**src/pcm_pkg.sv**
```systemverilog
// Purpose: Constants for the link power-management configuration register bank.
// Assumes: Classic Wishbone slave with 32-bit data and word addressing on ADR_I[11:2].
// Notes:   Register indices double as word addresses; byte address is four times the index.
package pcm_pkg;
   // Register indices (word addresses)
   localparam logic [9:0]  CTRL_IDX       = 10'h000;
   localparam logic [9:0]  DEVCAP_IDX     = 10'h094;
   localparam logic [9:0]  AER_HDR_IDX    = 10'h102;
   // Control register field positions
   localparam int          PREFETCH_DIS_BIT = 19;
   localparam int          SHORT_LAT_LSB    = 16;
   localparam int          DEEP_LAT_LSB     = 13;
   localparam int          VC_EN_BIT        = 12;
   localparam int          CLK_STOP_BIT     = 11;
   localparam int          BEACON_BIT       = 10;
   // Capabilities register field positions
   localparam int          CAP_SHORT_LSB    = 6;
   localparam int          CAP_DEEP_LSB     = 9;
   // Writable bits of the control register
   localparam logic [31:0] CTRL_WMASK     = 32'h000f_ec00;
   // Reset values
   localparam logic [31:0] CTRL_RESET     = 32'h0000_0000;
   localparam logic        VC_EN_FIXED    = 1'h0;
   // Next-capability offsets chosen by the channel enable
   localparam logic [11:0] NEXT_CAP_NONE  = 12'h000;
   localparam logic [11:0] NEXT_CAP_VC    = 12'h150;
   // Latency code meanings
   localparam logic [2:0]  SHORT_LT_64NS  = 3'h0;
   localparam logic [2:0]  SHORT_512_1US  = 3'h4;
   localparam logic [2:0]  SHORT_2_4US    = 3'h6;
   localparam logic [2:0]  SHORT_OVER_4US = 3'h7;
   localparam logic [2:0]  DEEP_LT_1US    = 3'h0;
   localparam logic [2:0]  DEEP_32_64US   = 3'h6;
   localparam logic [2:0]  DEEP_OVER_64US = 3'h7;
   // Wishbone front-end states
   typedef enum logic [1:0] {
      FE_IDLE = 2'b01,
      FE_ACK  = 2'b10
   } pcm_fe_state_t;
endpackage : pcm_pkg

```
**src/pcm_req_if.sv**
```systemverilog
// Purpose: Carries one register access from the bus front end to the register bank.
// Assumes: Single clock; acc is a one-cycle pulse.
// Notes:   rdat is combinational from the bank and sampled by the front end.
interface pcm_req_if;
   logic        acc;   // Access strobe, one cycle
   logic        we;    // Write when high
   logic [9:0]  idx;   // Register index
   logic [3:0]  sel;   // Byte lanes
   logic [31:0] wdat;  // Write data
   logic [31:0] rdat;  // Read data for idx
   modport front (output acc, output we, output idx, output sel, output wdat, input rdat);
   modport regs  (input acc, input we, input idx, input sel, input wdat, output rdat);
endinterface : pcm_req_if

```
**src/pcm_link_pm_config.sv**
```systemverilog
// Purpose: Link power-management configuration register bank with capability mirror.
// Assumes: D3_STATE_I comes from power logic on the same clock.
// Notes:   Unmapped indices read zero and ignore writes, always with an ack.
module pcm_link_pm_config #(
   parameter int ADR_W = 10  // Word address width
) (
   input  wire logic        CLK_I,
   input  wire logic        RESET_I,
   input  wire logic        CYC_I,
   input  wire logic        STB_I,
   input  wire logic        WE_I,
   input  wire logic [11:2] ADR_I,
   input  wire logic [3:0]  SEL_I,
   input  wire logic [31:0] DAT_I,
   input  wire logic        D3_STATE_I,
   output logic [31:0]      DAT_O,
   output logic             ACK_O,
   output logic             SEC_CLK_STOP_O,
   output logic             BEACON_WAKE_EN_O,
   output logic             PREFETCH_ONE_DW_O,
   output logic [2:0]       CAP_SHORT_IDLE_LAT_O,
   output logic [2:0]       CAP_DEEP_IDLE_LAT_O
);
   // Refuse every address width other than 10, the width of ADR_I
   if (ADR_W != 10) begin : g_bad_adr
      $error("ADR_W must be 10");
   end

   pcm_req_if req ();  // Access from front end

   logic [31:0] ctrl_q;        // Control register
   logic [31:0] ctrl_d;        // Next control value
   logic [31:0] lane_mask;     // Byte enables widened to bits
   logic [31:0] wr_mask;       // Bits a write may change
   logic [31:0] devcap;        // Capabilities view
   logic [31:0] aer_hdr;       // Error-reporting header view
   logic [31:0] rdat;          // Read multiplexer
   logic        ctrl_wr;       // Write to control
   logic        clk_stop_q;    // Secondary clock stop output
   logic        vc_enable;     // Virtual-channel enable view

   // Bus handshake
   pcm_wb_front u_front (
      .clk_i   (CLK_I),
      .reset_i (RESET_I),
      .cyc_i   (CYC_I),
      .stb_i   (STB_I),
      .we_i    (WE_I),
      .adr_i   (ADR_I),
      .sel_i   (SEL_I),
      .dat_i   (DAT_I),
      .ack_o   (ACK_O),
      .dat_o   (DAT_O),
      .req     (req)
   );

   // Byte lanes to bit mask, one lane per generate step
   for (genvar b = 0; b < 4; b++) begin : g_lane
      assign lane_mask[8*b +: 8] = {8{req.sel[b]}};
   end

   assign ctrl_wr = req.acc & req.we & (req.idx == pcm_pkg::CTRL_IDX);
   // Only writable bits pass; channel enable and reserved stay fixed
   assign wr_mask = lane_mask & pcm_pkg::CTRL_WMASK;

   // Merge write data under the mask
   always_comb begin
      ctrl_d = ctrl_q;
      if (ctrl_wr) begin
         ctrl_d = (ctrl_q & ~wr_mask) | (req.wdat & wr_mask);
      end
      ctrl_d[pcm_pkg::VC_EN_BIT] = pcm_pkg::VC_EN_FIXED;
   end

   // Control register storage; all latency codes reset to shortest bound
   always_ff @(posedge CLK_I) begin
      if (RESET_I) begin
         ctrl_q <= pcm_pkg::CTRL_RESET;
      end else begin
         ctrl_q <= ctrl_d;
      end
   end

   assign vc_enable = ctrl_q[pcm_pkg::VC_EN_BIT];

   // Capabilities mirror of the two latency fields
   always_comb begin
      devcap = 32'h0000_0000;
      devcap[pcm_pkg::CAP_SHORT_LSB +: 3] = ctrl_q[pcm_pkg::SHORT_LAT_LSB +: 3];
      devcap[pcm_pkg::CAP_DEEP_LSB +: 3]  = ctrl_q[pcm_pkg::DEEP_LAT_LSB +: 3];
   end

   // Next-capability pointer follows the channel enable
   always_comb begin
      aer_hdr = 32'h0000_0000;
      aer_hdr[11:0] = vc_enable ? pcm_pkg::NEXT_CAP_VC : pcm_pkg::NEXT_CAP_NONE;
   end

   // Read multiplexer; unmapped indices read zero
   always_comb begin
      case (req.idx)
         pcm_pkg::CTRL_IDX:    rdat = ctrl_q;
         pcm_pkg::DEVCAP_IDX:  rdat = devcap;
         pcm_pkg::AER_HDR_IDX: rdat = aer_hdr;
         default:              rdat = 32'h0000_0000;
      endcase
   end
   assign req.rdat = rdat;

   // Clock stop only while the device sits in D3 and software allows it
   // Registered so the clock gate never sees a decode glitch
   always_ff @(posedge CLK_I) begin
      if (RESET_I) begin
         clk_stop_q <= 1'b0;
      end else begin
         clk_stop_q <= ctrl_q[pcm_pkg::CLK_STOP_BIT] & D3_STATE_I;
      end
   end

   // Outputs come straight from register bits
   assign SEC_CLK_STOP_O       = clk_stop_q;
   assign BEACON_WAKE_EN_O     = ctrl_q[pcm_pkg::BEACON_BIT];
   assign PREFETCH_ONE_DW_O    = ctrl_q[pcm_pkg::PREFETCH_DIS_BIT];
   assign CAP_SHORT_IDLE_LAT_O = ctrl_q[pcm_pkg::SHORT_LAT_LSB +: 3];
   assign CAP_DEEP_IDLE_LAT_O  = ctrl_q[pcm_pkg::DEEP_LAT_LSB +: 3];
endmodule : pcm_link_pm_config

```
**src/pcm_wb_front.sv**
```systemverilog
// Purpose: Classic Wishbone slave handshake for the register bank.
// Assumes: Master holds the request until it samples ACK_O high.
// Notes:   Answer comes one cycle after the request; a new request is taken in the cycle right after each ack.
module pcm_wb_front (
   input  wire logic        clk_i,
   input  wire logic        reset_i,
   input  wire logic        cyc_i,
   input  wire logic        stb_i,
   input  wire logic        we_i,
   input  wire logic [9:0]  adr_i,
   input  wire logic [3:0]  sel_i,
   input  wire logic [31:0] dat_i,
   output logic             ack_o,
   output logic [31:0]      dat_o,
   pcm_req_if.front         req
);
   pcm_pkg::pcm_fe_state_t state_q;  // Handshake state
   logic                   ack_q;    // Registered acknowledge
   logic [31:0]            dat_q;    // Registered read data

   // Only a fresh request in idle makes an access, so a held request acts once
   assign req.acc  = (state_q == pcm_pkg::FE_IDLE) & cyc_i & stb_i;
   assign req.we   = we_i;
   assign req.idx  = adr_i;
   assign req.sel  = sel_i;
   assign req.wdat = dat_i;
   assign ack_o    = ack_q;
   assign dat_o    = dat_q;

   // Handshake sequencing
   always_ff @(posedge clk_i) begin
      if (reset_i) begin
         state_q <= pcm_pkg::FE_IDLE;
      end else begin
         case (state_q)
            pcm_pkg::FE_IDLE: begin
               if (req.acc) begin
                  state_q <= pcm_pkg::FE_ACK;
               end
            end
            pcm_pkg::FE_ACK: begin
               // Ack lasts one cycle; master must release before the next access
               state_q <= pcm_pkg::FE_IDLE;
            end
            default: begin
               state_q <= pcm_pkg::FE_IDLE;
            end
         endcase
      end
   end

   // Acknowledge pulse
   always_ff @(posedge clk_i) begin
      if (reset_i) begin
         ack_q <= 1'b0;
      end else begin
         ack_q <= req.acc;
      end
   end

   // Read data capture, zero for writes to keep the bus quiet
   always_ff @(posedge clk_i) begin
      if (reset_i) begin
         dat_q <= 32'h0000_0000;
      end else if (req.acc) begin
         dat_q <= req.we ? 32'h0000_0000 : req.rdat;
      end
   end
endmodule : pcm_wb_front

```
**config.mk**
```make
export PLATFORM = sky130hd
export DESIGN_NAME = pcm_link_pm_config
export DESIGN_NICKNAME = d
export VERILOG_FILES = /design/src/pcm_pkg.sv /design/src/pcm_req_if.sv /design/src/pcm_link_pm_config.sv /design/src/pcm_wb_front.sv
export SDC_FILE = /design/constraint.sdc
export NUM_CORES = 1
export LEC_CHECK = 0
export ABC_AREA = 1
export BUFFER_PORTS_ARGS = -buffer_cell sky130_fd_sc_hd__buf_2
export CAP_MARGIN = 20
export CORE_AREA = 3 3 77 79
export CTS_CLUSTER_SIZE = 40
export DETAILED_ROUTE_END_ITERATION = 16
export DIE_AREA = 0 0 80 82
export GPL_ROUTABILITY_DRIVEN = 0
export GPL_TIMING_DRIVEN = 0
export PLACE_DENSITY_LB_ADDON = 0.12
export RECOVER_POWER = 50
export SLEW_MARGIN = 20
export SYNTH_ARGS = -nofsm -noshare
export SYNTH_HDL_FRONTEND = slang
export SYNTH_HIERARCHICAL = 1
export SYNTH_SLANG_ARGS = --single-unit
```
**constraint.sdc**
```tcl
create_clock -name CLK_I -period 2.5 [get_ports CLK_I]
set_input_delay 0.5 -clock CLK_I [delete_from_list [all_inputs] [get_ports CLK_I]]
set_output_delay 0.5 -clock CLK_I [all_outputs]
set_load 0.02 [all_outputs]
```
==> metrics.csv <==
metric,value,unit
drv_cap,0,
route.detailed.drc,0,
avgSynthCellArea,6.57,sq um
antenna_cells,0,
cts_tree,done,
dr.first_iter.drc_count,50,
finalCritPeriodShare,64.5,%
grt-ovfl-total,0,
peakVddDrop,0.259,mV
die_width,80,um
cts.sinks,45,
wl,4.71,mm
cts_max_level,2,
rows,27,
skew,4.97,ps
tns,0,ps
placedCellCount,507,
yosysWarnings,6,
place_area,2830,sq um
clk_path_buf_depth,2,
ant_nets,0,
instances_no_fill,515,
vias,2173,
ioPinCount,94,
critPathLaunchType,register,
fin_nets,494,
synth_area,2430,sq um
root_buffer,clkbuf_8,
fmax,620,MHz
start_util,45.0,%
rsz0062_at_grt,no,
grt_max_degree,14,
final_cell_area,2900,sq um
grt_usage,15.2,%
total_power,1.61,mW
antenna_found_initial,0,
core_area,5410,sq um
postCtsSetupRepairBufs,0,
grt_pass1_vias,1880,
critPathKind,reg -> reg,
viasPerCell,4.22,
cp_data_arrival_time,1840,ps
first_pass_iters,4,
place_ws,633,ps
fin_crit,1610,ps
syn_inst,370,
routedWlPerCell,9.14,um
clock_latency,290,ps
area_growth,19.4,%
cts.repair.resized,0,
holdBufCountCts,0,
required,2730,ps
layout_setup_ws,887,ps
slew_violations,0,
cp_max_fo,10,
pwr_density_cell,553,nW/um^2
io_buffers,47,
die_area,6560,sq um
cts_buffers,5,
status,"complete, no violations",
p_leak,1.48,nW
clk_pin_slew,80,ps
num-fill-cells,610,
grt_first_pass_wirelength,7.91,mm
final_hold_viol_count,0,
place_hpwl,3.71,mm
hp-class,in -> reg,
die_h,82,um
finalSetupViolCount,0,
drive_gt1_share,21.0,%
crit_path_end_kind,register,
[metal layers]
layer  track usage, %  part of all wire, %  vias up
li1                 -                    -     1216
met1             19.0                   48      904
met2             26.1                   46       51
met3             3.29                  5.1        2
met4             5.07                 0.62        0
met5                0                    0        -
[report_power, final]
part,switching (mW),total (mW),internal (mW)
clock,0.234,0.560,0.326
combinational,0.170,0.276,0.106
sequential,0.0178,0.770,0.752
[critical path, cell delays in order, from the launching register on]
cell	delay, ps
dfxtp_1	330
inv_2	40
nand2_1	100
nor2_8	180
buf_12	160
nand2_1	60
inv_1	80
buf_2	210
nand4_2	160
nand2_1	90
inv_1	40
nor2_1	100
[layout make-up]
cell class	count	area, sq um	share of cell area [%]
Buffer	44	310	10.7
Clock buffer	7	86.3	2.97
Clock inverter	1	30.0	1.03
Inverter	42	158	5.43
Multi-Input combinational cell	257	1120	38.5
Sequential cell	45	901	31.0
Tap cell	72	90.1	3.10
Timing Repair Buffer	47	211	7.28
[worst paths after layout]
kind | start | endpoint | slack (ps) | cells after the start
setup / recovery | u_front/state_q[1] | register | 890 | 11
hold / removal | RESET_I | SEC_CLK_STOP_O | 430 | 2
setup reg to reg | u_front/state_q[1] | register | 890 | 11
hold reg to reg | register | SEC_CLK_STOP_O | 460 | 2
[cells in the final DEF, fill, tap and decap left out]
master      n
clkinv_1    1
buf_1       3
and3_1      1
clkbuf_1   23
inv_2       3
nor2_1     84
nor2_2     10
conb_1     19
nand2_1    90
inv_1      38
nand4_2     2
buf_12      1
bufinv_16   1
o22ai_1     2
buf_2      35
buf_6       2
nand4_1     9
dfxtp_1    45
buf_4      28
nand3_1    35
nor2_8      1
nand2_2     2
clkbuf_8    6
nor2_4      2
[per-stage QoR]
step                      util (%)  hold slack [ps]
after floorplan                  -              410
after global placement        52.3              436
after detailed placement      52.3              449
after CTS                     54.4              425
after global routing          53.7              431
final                         53.7              433
(Power assumes the default switching activity.)
